--- config.mk ---
export PLATFORM = sky130hd
export DESIGN_NAME = servo_loop_tune
export DESIGN_NICKNAME = d
export VERILOG_FILES = /design/src/servo_tune_pkg.sv /design/src/ff_lag_filter.sv /design/src/servo_loop_tune.sv
export SDC_FILE = /design/constraint.sdc
export NUM_CORES = 2
export LEC_CHECK = 0
export BUFFER_PORTS_ARGS = -buffer_cell sky130_fd_sc_hd__buf_2
export CAP_MARGIN = 5
export CORE_ASPECT_RATIO = 0.6
export CORE_UTILIZATION = 60
export DETAILED_ROUTE_END_ITERATION = 12
export PLACE_DENSITY = 0.78
export SYNTH_ARGS = -nofsm -noshare
export SYNTH_HDL_FRONTEND = slang
export SYNTH_HIERARCHICAL = 1
export SYNTH_SLANG_ARGS = --single-unit
--- constraint.sdc ---
create_clock -name CLK -period 142.9 [get_ports CLK]
set_input_delay 7.145 -clock CLK [delete_from_list [all_inputs] [get_ports CLK]]
set_output_delay 7.145 -clock CLK [all_outputs]
set_load 0.03 [all_outputs]
--- src/servo_tune_pkg.sv ---
// Constants for servo loop tuning and P/PI mode switch logic
package servo_tune_pkg;
  // APB register byte offsets
  localparam logic [7:0] OFS_GAIN_LEVEL = 8'h00;
  localparam logic [7:0] OFS_SPEED_GAIN = 8'h04;
  localparam logic [7:0] OFS_FUNC_SEL = 8'h08;
  localparam logic [7:0] OFS_FF_GAIN = 8'h0c;
  localparam logic [7:0] OFS_FF_TC = 8'h10;
  localparam logic [7:0] OFS_MODE_SEL = 8'h14;
  localparam logic [7:0] OFS_THR_FORCE = 8'h18;
  localparam logic [7:0] OFS_THR_SPEED = 8'h1c;
  localparam logic [7:0] OFS_THR_ACCEL = 8'h20;
  localparam logic [7:0] OFS_THR_POSERR = 8'h24;
  localparam logic [7:0] OFS_STATUS = 8'h28;
  localparam logic [7:0] OFS_CUR_GAIN = 8'h2c;
  localparam logic [7:0] OFS_RESTART = 8'h30;
  // Limits and reset values
  localparam logic [15:0] GAIN_LEVEL_MIN = 16'h0064;
  localparam logic [15:0] GAIN_LEVEL_MAX = 16'h07d0;
  localparam logic [15:0] GAIN_LEVEL_RST = 16'h07d0;
  localparam logic [15:0] SPEED_GAIN_RST = 16'h0190;
  localparam logic [15:0] FF_GAIN_MAX = 16'h0064;
  localparam logic [15:0] FF_TC_MAX = 16'h1900;
  localparam logic [15:0] THR_FORCE_MAX = 16'h0320;
  localparam logic [15:0] THR_FORCE_RST = 16'h00c8;
  localparam logic [15:0] THR_SPEED_MAX = 16'h2710;
  localparam logic [15:0] THR_ACCEL_MAX = 16'h7530;
  localparam logic [15:0] THR_POSERR_MAX = 16'h2710;
  localparam logic [15:0] FUNC_SEL_RST = 16'h0000;
  // Third digit of function select: speed detection method
  localparam int DET_DIGIT_LSB = 8;
  localparam logic [3:0] MODE_SEL_MAX = 4'h4;
  // Filter coefficient shift and time unit per update tick
  localparam int FILT_FRAC = 16;
  localparam int TICK_SCALE = 1;
  typedef enum logic [2:0] {
    SW_FORCE, SW_SPEED, SW_ACCEL, SW_POSERR, SW_OFF
  } sw_cond_e;
endpackage : servo_tune_pkg

--- src/ff_lag_filter.sv ---
// First-order lag filter for the position feedforward term
`timescale 1ns/10ps
`default_nettype none
module ff_lag_filter (
  input wire logic CLK,
  input wire logic RST,
  input wire logic tick,
  input wire logic signed [31:0] din,
  input wire logic [15:0] tc,
  output logic signed [31:0] dout
);
  import servo_tune_pkg::*;
  typedef struct packed {
    logic signed [31:0] acc;
  } filt_s;
  filt_s st;
  filt_s next_st;
  logic signed [33:0] diff;
  logic signed [33:0] step;
  always_comb begin
    next_st = st;
    diff = 34'(din) - 34'(st.acc);
    // Divide by (tc+1) ticks; tc of zero passes through
    step = diff / $signed({18'h0, tc + 16'h0001});
    if (tick) begin
      if (tc == 16'h0000) begin
        next_st.acc = din;
      end else begin
        next_st.acc = st.acc + 32'(step);
      end
    end
  end
  always_ff @(posedge CLK) begin
    if (RST) begin
      st <= '0;
    end else begin
      st <= next_st;
    end
  end
  assign dout = st.acc;
endmodule : ff_lag_filter
`default_nettype wire

--- src/servo_loop_tune.sv ---
// Servo loop tuning registers, feedforward path and P/PI mode switch
// Function
// - Current gain level 100..2000 percent, default 2000 means reduction off
// - Current gain scales from speed loop gain, applied immediately
// - Function select third digit picks speed detection, used after restart
// - Feedforward gain 0..100 percent, default 0, immediate
// - Feedforward lag filter time constant 0..6400, default 0, immediate
// - Speed loop switches P versus PI by selected condition
// - Selector 0 force, 1 speed, 2 accel, 3 poserr, 4 off
// - Force condition: P while force reference above threshold
// - Speed condition: P while speed reference above threshold
// - Accel condition: P while acceleration above threshold
// - Poserr condition: P while position error above threshold
// - Poserr condition acts only in position control
//
// The APB register port and the register offsets are this design's own decisions.
`timescale 1ns/10ps
`default_nettype none
module servo_loop_tune (
  input wire logic CLK,
  input wire logic RST,
  input wire logic PSEL,
  input wire logic PENABLE,
  input wire logic PWRITE,
  input wire logic [7:0] PADDR,
  input wire logic [31:0] PWDATA,
  output logic [31:0] PRDATA,
  output logic PREADY,
  output logic PSLVERR,
  input wire logic LOOP_TICK,
  input wire logic POS_CTRL,
  input wire logic signed [31:0] FORCE_REF,
  input wire logic signed [31:0] SPEED_REF,
  input wire logic signed [31:0] ACCEL_REF,
  input wire logic signed [31:0] POS_ERR,
  input wire logic signed [31:0] FF_IN,
  output logic P_ONLY,
  output logic [31:0] CUR_GAIN,
  output logic SPEED_DET2,
  output logic signed [31:0] FF_OUT
);
  import servo_tune_pkg::*;

  typedef struct packed {
    logic [15:0] current_gain_level;
    logic [15:0] speed_loop_gain;
    logic [15:0] function_select_misc;
    logic [15:0] feedforward_gain;
    logic [15:0] feedforward_filter_tc;
    logic [3:0] mode_switch_select;
    logic [15:0] mode_switch_force_threshold;
    logic [15:0] mode_switch_speed_threshold;
    logic [15:0] mode_switch_accel_threshold;
    logic [15:0] mode_switch_poserr_threshold;
    logic det2;
    logic p_only;
    logic [31:0] cur_gain;
    logic signed [31:0] ff_out;
    logic [31:0] prdata;
    logic pready;
    logic pslverr;
  } state_s;

  state_s st;
  state_s next_st;
  logic wr_phase;
  logic rd_phase;
  logic wr_bad;
  logic signed [31:0] ff_filt;
  logic signed [47:0] ff_prod;
  sw_cond_e cond;
  logic over;

  function automatic logic [31:0] mag(input logic signed [31:0] v);
    mag = v[31] ? 32'(-v) : 32'(v);
  endfunction : mag

  function automatic logic in_range(input logic [31:0] v,
                                    input logic [15:0] lo,
                                    input logic [15:0] hi);
    in_range = (v <= {16'h0000, hi}) && (v >= {16'h0000, lo});
  endfunction : in_range

  function automatic sw_cond_e decode_sel(input logic [3:0] s);
    case (s)
      4'h0: decode_sel = SW_FORCE;
      4'h1: decode_sel = SW_SPEED;
      4'h2: decode_sel = SW_ACCEL;
      4'h3: decode_sel = SW_POSERR;
      default: decode_sel = SW_OFF;
    endcase
  endfunction : decode_sel

  ff_lag_filter u_filt (
    .CLK(CLK),
    .RST(RST),
    .tick(LOOP_TICK),
    .din(FF_IN),
    .tc(st.feedforward_filter_tc),
    .dout(ff_filt)
  );

  assign wr_phase = PSEL && PENABLE && PWRITE && !st.pready;
  assign rd_phase = PSEL && PENABLE && !PWRITE && !st.pready;
  assign cond = decode_sel(st.mode_switch_select);
  assign ff_prod = 48'(ff_filt) * $signed({32'h0, st.feedforward_gain});

  always_comb begin
    next_st = st;
    wr_bad = 1'b0;
    next_st.pready = PSEL && PENABLE && !st.pready;
    next_st.pslverr = 1'b0;
    if (wr_phase) begin
      if (PADDR == OFS_GAIN_LEVEL) begin
        if (in_range(PWDATA, GAIN_LEVEL_MIN, GAIN_LEVEL_MAX)) begin
          next_st.current_gain_level = PWDATA[15:0];
        end else begin
          wr_bad = 1'b1;
        end
      end else if (PADDR == OFS_SPEED_GAIN) begin
        next_st.speed_loop_gain = PWDATA[15:0];
      end else if (PADDR == OFS_FUNC_SEL) begin
        next_st.function_select_misc = PWDATA[15:0];
      end else if (PADDR == OFS_FF_GAIN) begin
        if (in_range(PWDATA, 16'h0000, FF_GAIN_MAX)) begin
          next_st.feedforward_gain = PWDATA[15:0];
        end else begin
          wr_bad = 1'b1;
        end
      end else if (PADDR == OFS_FF_TC) begin
        if (in_range(PWDATA, 16'h0000, FF_TC_MAX)) begin
          next_st.feedforward_filter_tc = PWDATA[15:0];
        end else begin
          wr_bad = 1'b1;
        end
      end else if (PADDR == OFS_MODE_SEL) begin
        if (PWDATA <= 32'(MODE_SEL_MAX)) begin
          next_st.mode_switch_select = PWDATA[3:0];
        end else begin
          wr_bad = 1'b1;
        end
      end else if (PADDR == OFS_THR_FORCE) begin
        if (in_range(PWDATA, 16'h0000, THR_FORCE_MAX)) begin
          next_st.mode_switch_force_threshold = PWDATA[15:0];
        end else begin
          wr_bad = 1'b1;
        end
      end else if (PADDR == OFS_THR_SPEED) begin
        if (in_range(PWDATA, 16'h0000, THR_SPEED_MAX)) begin
          next_st.mode_switch_speed_threshold = PWDATA[15:0];
        end else begin
          wr_bad = 1'b1;
        end
      end else if (PADDR == OFS_THR_ACCEL) begin
        if (in_range(PWDATA, 16'h0000, THR_ACCEL_MAX)) begin
          next_st.mode_switch_accel_threshold = PWDATA[15:0];
        end else begin
          wr_bad = 1'b1;
        end
      end else if (PADDR == OFS_THR_POSERR) begin
        if (in_range(PWDATA, 16'h0000, THR_POSERR_MAX)) begin
          next_st.mode_switch_poserr_threshold = PWDATA[15:0];
        end else begin
          wr_bad = 1'b1;
        end
      end else if (PADDR == OFS_RESTART) begin
        // detection method latched only on restart
        next_st.det2 = st.function_select_misc[DET_DIGIT_LSB];
      end else begin
        wr_bad = 1'b1;
      end
      next_st.pslverr = wr_bad;
    end
    if (rd_phase) begin
      next_st.prdata = 32'h0000_0000;
      if (PADDR == OFS_GAIN_LEVEL) begin
        next_st.prdata = {16'h0000, st.current_gain_level};
      end else if (PADDR == OFS_SPEED_GAIN) begin
        next_st.prdata = {16'h0000, st.speed_loop_gain};
      end else if (PADDR == OFS_FUNC_SEL) begin
        next_st.prdata = {16'h0000, st.function_select_misc};
      end else if (PADDR == OFS_FF_GAIN) begin
        next_st.prdata = {16'h0000, st.feedforward_gain};
      end else if (PADDR == OFS_FF_TC) begin
        next_st.prdata = {16'h0000, st.feedforward_filter_tc};
      end else if (PADDR == OFS_MODE_SEL) begin
        next_st.prdata = {28'h0000000, st.mode_switch_select};
      end else if (PADDR == OFS_THR_FORCE) begin
        next_st.prdata = {16'h0000, st.mode_switch_force_threshold};
      end else if (PADDR == OFS_THR_SPEED) begin
        next_st.prdata = {16'h0000, st.mode_switch_speed_threshold};
      end else if (PADDR == OFS_THR_ACCEL) begin
        next_st.prdata = {16'h0000, st.mode_switch_accel_threshold};
      end else if (PADDR == OFS_THR_POSERR) begin
        next_st.prdata = {16'h0000, st.mode_switch_poserr_threshold};
      end else if (PADDR == OFS_STATUS) begin
        next_st.prdata = {30'h00000000, st.det2, st.p_only};
      end else if (PADDR == OFS_CUR_GAIN) begin
        next_st.prdata = st.cur_gain;
      end else if (PADDR == OFS_RESTART) begin
        next_st.prdata = 32'h0000_0000;
      end else begin
        next_st.pslverr = 1'b1;
      end
    end
    // current gain = speed gain * level percent, immediate
    next_st.cur_gain = 32'(st.speed_loop_gain) * 32'(st.current_gain_level);
    next_st.ff_out = 32'(ff_prod / 48'sd100);
    case (cond)
      SW_FORCE: over = mag(FORCE_REF) >
        {16'h0000, st.mode_switch_force_threshold};
      SW_SPEED: over = mag(SPEED_REF) >
        {16'h0000, st.mode_switch_speed_threshold};
      SW_ACCEL: over = mag(ACCEL_REF) >
        {16'h0000, st.mode_switch_accel_threshold};
      SW_POSERR: over = POS_CTRL && (mag(POS_ERR) >
        {16'h0000, st.mode_switch_poserr_threshold});
      default: over = 1'b0;
    endcase
    // mode switch updated on loop tick
    if (LOOP_TICK) begin
      next_st.p_only = over;
    end
  end

  always_ff @(posedge CLK) begin
    if (RST) begin
      st <= '0;
      st.current_gain_level <= GAIN_LEVEL_RST;
      st.speed_loop_gain <= SPEED_GAIN_RST;
      st.function_select_misc <= FUNC_SEL_RST;
      st.mode_switch_force_threshold <= THR_FORCE_RST;
    end else begin
      st <= next_st;
    end
  end

  assign PRDATA = st.prdata;
  assign PREADY = st.pready;
  assign PSLVERR = st.pslverr;
  assign P_ONLY = st.p_only;
  assign CUR_GAIN = st.cur_gain;
  assign SPEED_DET2 = st.det2;
  assign FF_OUT = st.ff_out;

  mode_follow_a: assert property (@(posedge CLK) disable iff (RST)
    LOOP_TICK |=> P_ONLY == $past(over)) else $error("mode switch lag");
  poserr_gate_a: assert property (@(posedge CLK) disable iff (RST)
    (cond == SW_POSERR && !POS_CTRL && LOOP_TICK) |=> !P_ONLY)
    else $error("poserr outside position control");
  sel_off_a: assert property (@(posedge CLK) disable iff (RST)
    (cond == SW_OFF && LOOP_TICK) |=> !P_ONLY) else $error("off gave P");
  gain_range_a: assert property (@(posedge CLK) disable iff (RST)
    st.current_gain_level >= GAIN_LEVEL_MIN &&
    st.current_gain_level <= GAIN_LEVEL_MAX) else $error("gain range");
  ff_range_a: assert property (@(posedge CLK) disable iff (RST)
    st.feedforward_gain <= FF_GAIN_MAX) else $error("ff gain range");
  tc_range_a: assert property (@(posedge CLK) disable iff (RST)
    st.feedforward_filter_tc <= FF_TC_MAX) else $error("tc range");
  det_hold_a: assert property (@(posedge CLK) disable iff (RST)
    !(wr_phase && PADDR == OFS_RESTART) |=> $stable(SPEED_DET2))
    else $error("detection changed early");
  // current gain tracks within one cycle
  // Sampled reset keeps the release edge out; product uses last cycle's terms
  cur_gain_a: assert property (@(posedge CLK) disable iff (RST)
    !RST && $stable(st.speed_loop_gain) && $stable(st.current_gain_level)
    |=> CUR_GAIN == 32'($past(st.speed_loop_gain)) *
    32'($past(st.current_gain_level))) else $error("current gain stale");
  apb_one_a: assert property (@(posedge CLK) disable iff (RST)
    PREADY |=> !PREADY) else $error("pready long");

  p_mode_c: cover property (@(posedge CLK) disable iff (RST)
    !P_ONLY ##1 P_ONLY);
  poserr_c: cover property (@(posedge CLK) disable iff (RST)
    cond == SW_POSERR && P_ONLY);
  det_c: cover property (@(posedge CLK) disable iff (RST) SPEED_DET2);
  err_c: cover property (@(posedge CLK) disable iff (RST) PSLVERR);
endmodule : servo_loop_tune
`default_nettype wire

==> results by group <==
Route
  – Post-detailed-route count of antenna-violating nets: 0
  – WL met2: ~120000 µm
  – TritonRoute pass-1 iters: 9
  – Post-route DRC: 0
  – 1st-iter DRT viols: around 12000
  – Uppermost layer routed: met5
  – Drt via density: 6.71
  – Wire per inst: around 24 µm
  – DRT Wirelength: around 320000 µm
  – Detailed-route wire length on metal 1: ~140000 µm
  – Met3 WL post-DR: between 40000 and 50000 µm
  – Vias: around 90000

Place
  – GP Congestion: about 1.1
  – IO Port Bufs: slightly above 300
  – HPWL reported at the end of detailed placement: 254000 µm

Die
  – Die X: 495 µm
  – Die Y: around 300 µm
  – # IOs: 307
  – Die ar.: about 150000 µm²
  – Cell Rows: ~110
  – Core ar.: 145000 µm²
  – Starting density of the core: 60.5%

Worst setup path
  – RR Startpoint: u_filt/dout[5]$_SDFFE_PP0P_
  – CP endpoint: u_filt/dout[31]$_SDFFE_PP0P_
  – Most Frequent Cell on Critical Path: o21a_1
  – CP startpoint: FF_IN[0]
  – Crit-path max cell delay: 1.00 ns
  – Endpoint class of the critical path: flop
  – Setup slack, reg-to-reg: about 13 ns
  – RR Endpoint: u_filt/dout[31]$_SDFFE_PP0P_
  – Req. time, crit path: 143.47 ns
  – CP Class: input pin to flop
  – CP max stage cell: a2111oi_2
  – Crit-path max FO: 39
  – Setup crit start kind: input pin
  – Crit path DAT: 135.81 ns
  – Reg2reg path depth: approximately 530

STA
  – Final worst path period share: about 95%
  – Max-slew headroom: -0.524%
  – Max-slew violations: 1
  – Final setup TNS: 0 ns
  – Fmax: 7.39 MHz
  – Final setup violation count: 0
  – Post-layout min period: roughly 140 ns
  – Hold_ws: about 0.45 ns
  – Clock skew: between 0.05 and 0.06 ns
  – RSZ-0062 raised after global routing: false
  – Worst Max-Slew Pin Slew: approximately 1.5 ns
  – Final Hold Vio Count: 0

Clocking
  – CTS tree: built
  – Clk_lat worst skew: 0.66 ns
  – Cts bufs inserted: 34
  – CTS Sinks: 280
  – Hold buffers post-CTS: 0
  – Post-CTS Setup Bufs: 0
  – Worst-path clk slew: around 0.080 ns
  – Root buffer cell: clkbuf_16
  – Max clock buf depth: 3
  – CTS H-tree depth: 2

Yosys
  – Synthesized area per cell: about 7.6 µm²
  – Post-Synthesis Cells: 11400
  – Count of yosys warnings during synthesis: 6
  – Synthesized flop and latch total: 280
  – Mapped Area: 87500 µm²
  – Primary FF master, synth: dfxtp_1
  – Unique masters post-synth: just over 200
  – Post-synth EDFFs: 0
  – Register area share after synthesis: approximately 6.4%
  – Synthesized net count: about 13000
  – Post-synth ARST share: 0%

Global route
  – Number of global-route vias before repair: ~83000
  – GRT overflow: 0
  – Overall routing resource usage: a little over two fifths
  – Largest net degree at the start of global routing: between 90 and 100
  – Global-route wire length before repair: slightly below 500000 µm
  – Initial antenna violation count: 15

Worst hold path
  – Min-delay worst type: flop to flop

Layout
  – Ratio of cells with drive above 1 in the final layout: roughly 11%
  – P&R area growth vs syn: 3.65%
  – Final net count: about 13000

Status
  – Failing checks: max-capacitance violations, max-slew violations
  – Status: finished, violations left

Run
  – Number of max-cap violations: 1
## stage by stage
step | instance area (µm²) | setup WS, ns | std cells | util, %
after floorplan | 87500 | 23.23 | 11400 | -
after global placement | 89500 | 15.25 | 13200 | 61.8
after detailed placement | 89500 | 11.03 | 13200 | 61.8
after CTS | 90700 | 11.35 | 13300 | 62.7
after global routing | 90700 | 0.253 | 13300 | 62.7
final | 90700 | 7.66 | 13300 | 62.7
## flip-flops by register name (all words and copies together), names as in the netlist
register     cells
PSLVERR          1
st             148
FF_OUT          32
PREADY           1
u_filt/dout     32
P_ONLY           1
PRDATA          32
CUR_GAIN        32
SPEED_DET2       1
## worst max-delay path: cells and delay by family
family,cells,cell delay [ns]
compound gates,332,75.37
simple gates,131,32.47
fa+ha+maj,37,11.93
buf+inv,24,4.70
mux,10,3.65
xor+xnor,1,0.14
## cell usage in the layout, fill, tap and decap left out, drive strengths merged, types with 280 or more instances in the layout
master / count
nand2: 1344
inv: 1085
nor2: 915
ha: 780
a21oi: 695
fa: 680
o21ai: 458
buf: 450
xnor2: 438
and2: 423
nor3: 389
dfxtp: 280
## cell type report
cell class | count | area, µm²
multi-input combinational | 9505 | 74800
fill | 12900 | 54000
sequential | 280 | 5610
inverter | 1083 | 4090
timing repair buffer | 450 | 2620
tap | 1925 | 2410
clock buffer | 42 | 911
clock inverter | 19 | 255
antenna | 9 | 22.5
## cell usage after synthesis, drive strengths merged, types with 116 or more instances
cell	instances	area share, %
a21o	176	1.6
xor2	167	1.7
xnor2	438	4.5
a31oi	116	0.91
nor2	915	4.1
o211ai	132	1.2
o21ai	458	2.7
buf	234	1.9
nand2	1344	5.8
and2	423	3.1
ha	780	11
inv	1079	4.6
fa	680	16
o31ai	163	1.4
a211oi	116	1.1
o21a	264	2.3
or2	118	0.85
nand3	232	1.4
a21oi	695	4.2
dfxtp	280	6.4
mux2	126	1.7
nor3	389	2.3
mux2i	151	1.8
clkbuf	337	1.7
## cells by family (layout without fill, tap and decap cells)
family          count (synthesis)  in the layout  share of synthesized area [%]
compound gates               2948           2948                           24.5
xor+xnor                      610            610                           6.33
fa+ha+maj                    1476           1476                           26.9
buf+inv                      1660           1594                           8.39
flops                         280            280                           6.40
mux                           279            279                           3.48
other cells                     1             10                        0.00428
simple gates                 4191           4191                           24.0
## worst min-delay path by stage
stage / from / end / slack [ns] / cells after the start
2_1_floorplan: st[162]$_SDFFE_PP0P_ / st[162]$_SDFFE_PP0P_ / 0.43 / 1
3_3_place_gp: PRDATA[25]$_SDFFE_PP0P_ / PRDATA[25]$_SDFFE_PP0P_ / 0.43 / 2
3_5_place_dp: PRDATA[21]$_SDFFE_PP0P_ / PRDATA[21]$_SDFFE_PP0P_ / 0.44 / 2
4_1_cts: PRDATA[26]$_SDFFE_PP0P_ / PRDATA[26]$_SDFFE_PP0P_ / 0.45 / 2
5_1_grt: st[163]$_SDFFE_PP0P_ / st[163]$_SDFFE_PP0P_ / 0.47 / 1
6_report: PRDATA[25]$_SDFFE_PP0P_ / PRDATA[25]$_SDFFE_PP0P_ / 0.45 / 2
## metal layers
metal / track usage, % / vias to the layer above
li1: - / 40300
met4: 9.14 / 14
met3: 14.5 / 570
met5: 0 / -
met1: 63.5 / 42700
met2: 55.1 / 5665
## repair_timing
item,in CTS,in global routing
resized for setup,0,3
endpoints found under the setup margin,0,3
endpoints found under the hold margin,0,0
Power is left out: the tool's default activity adds up to more than one toggle a clock period on the data nets, which glitch-free logic cannot reach.
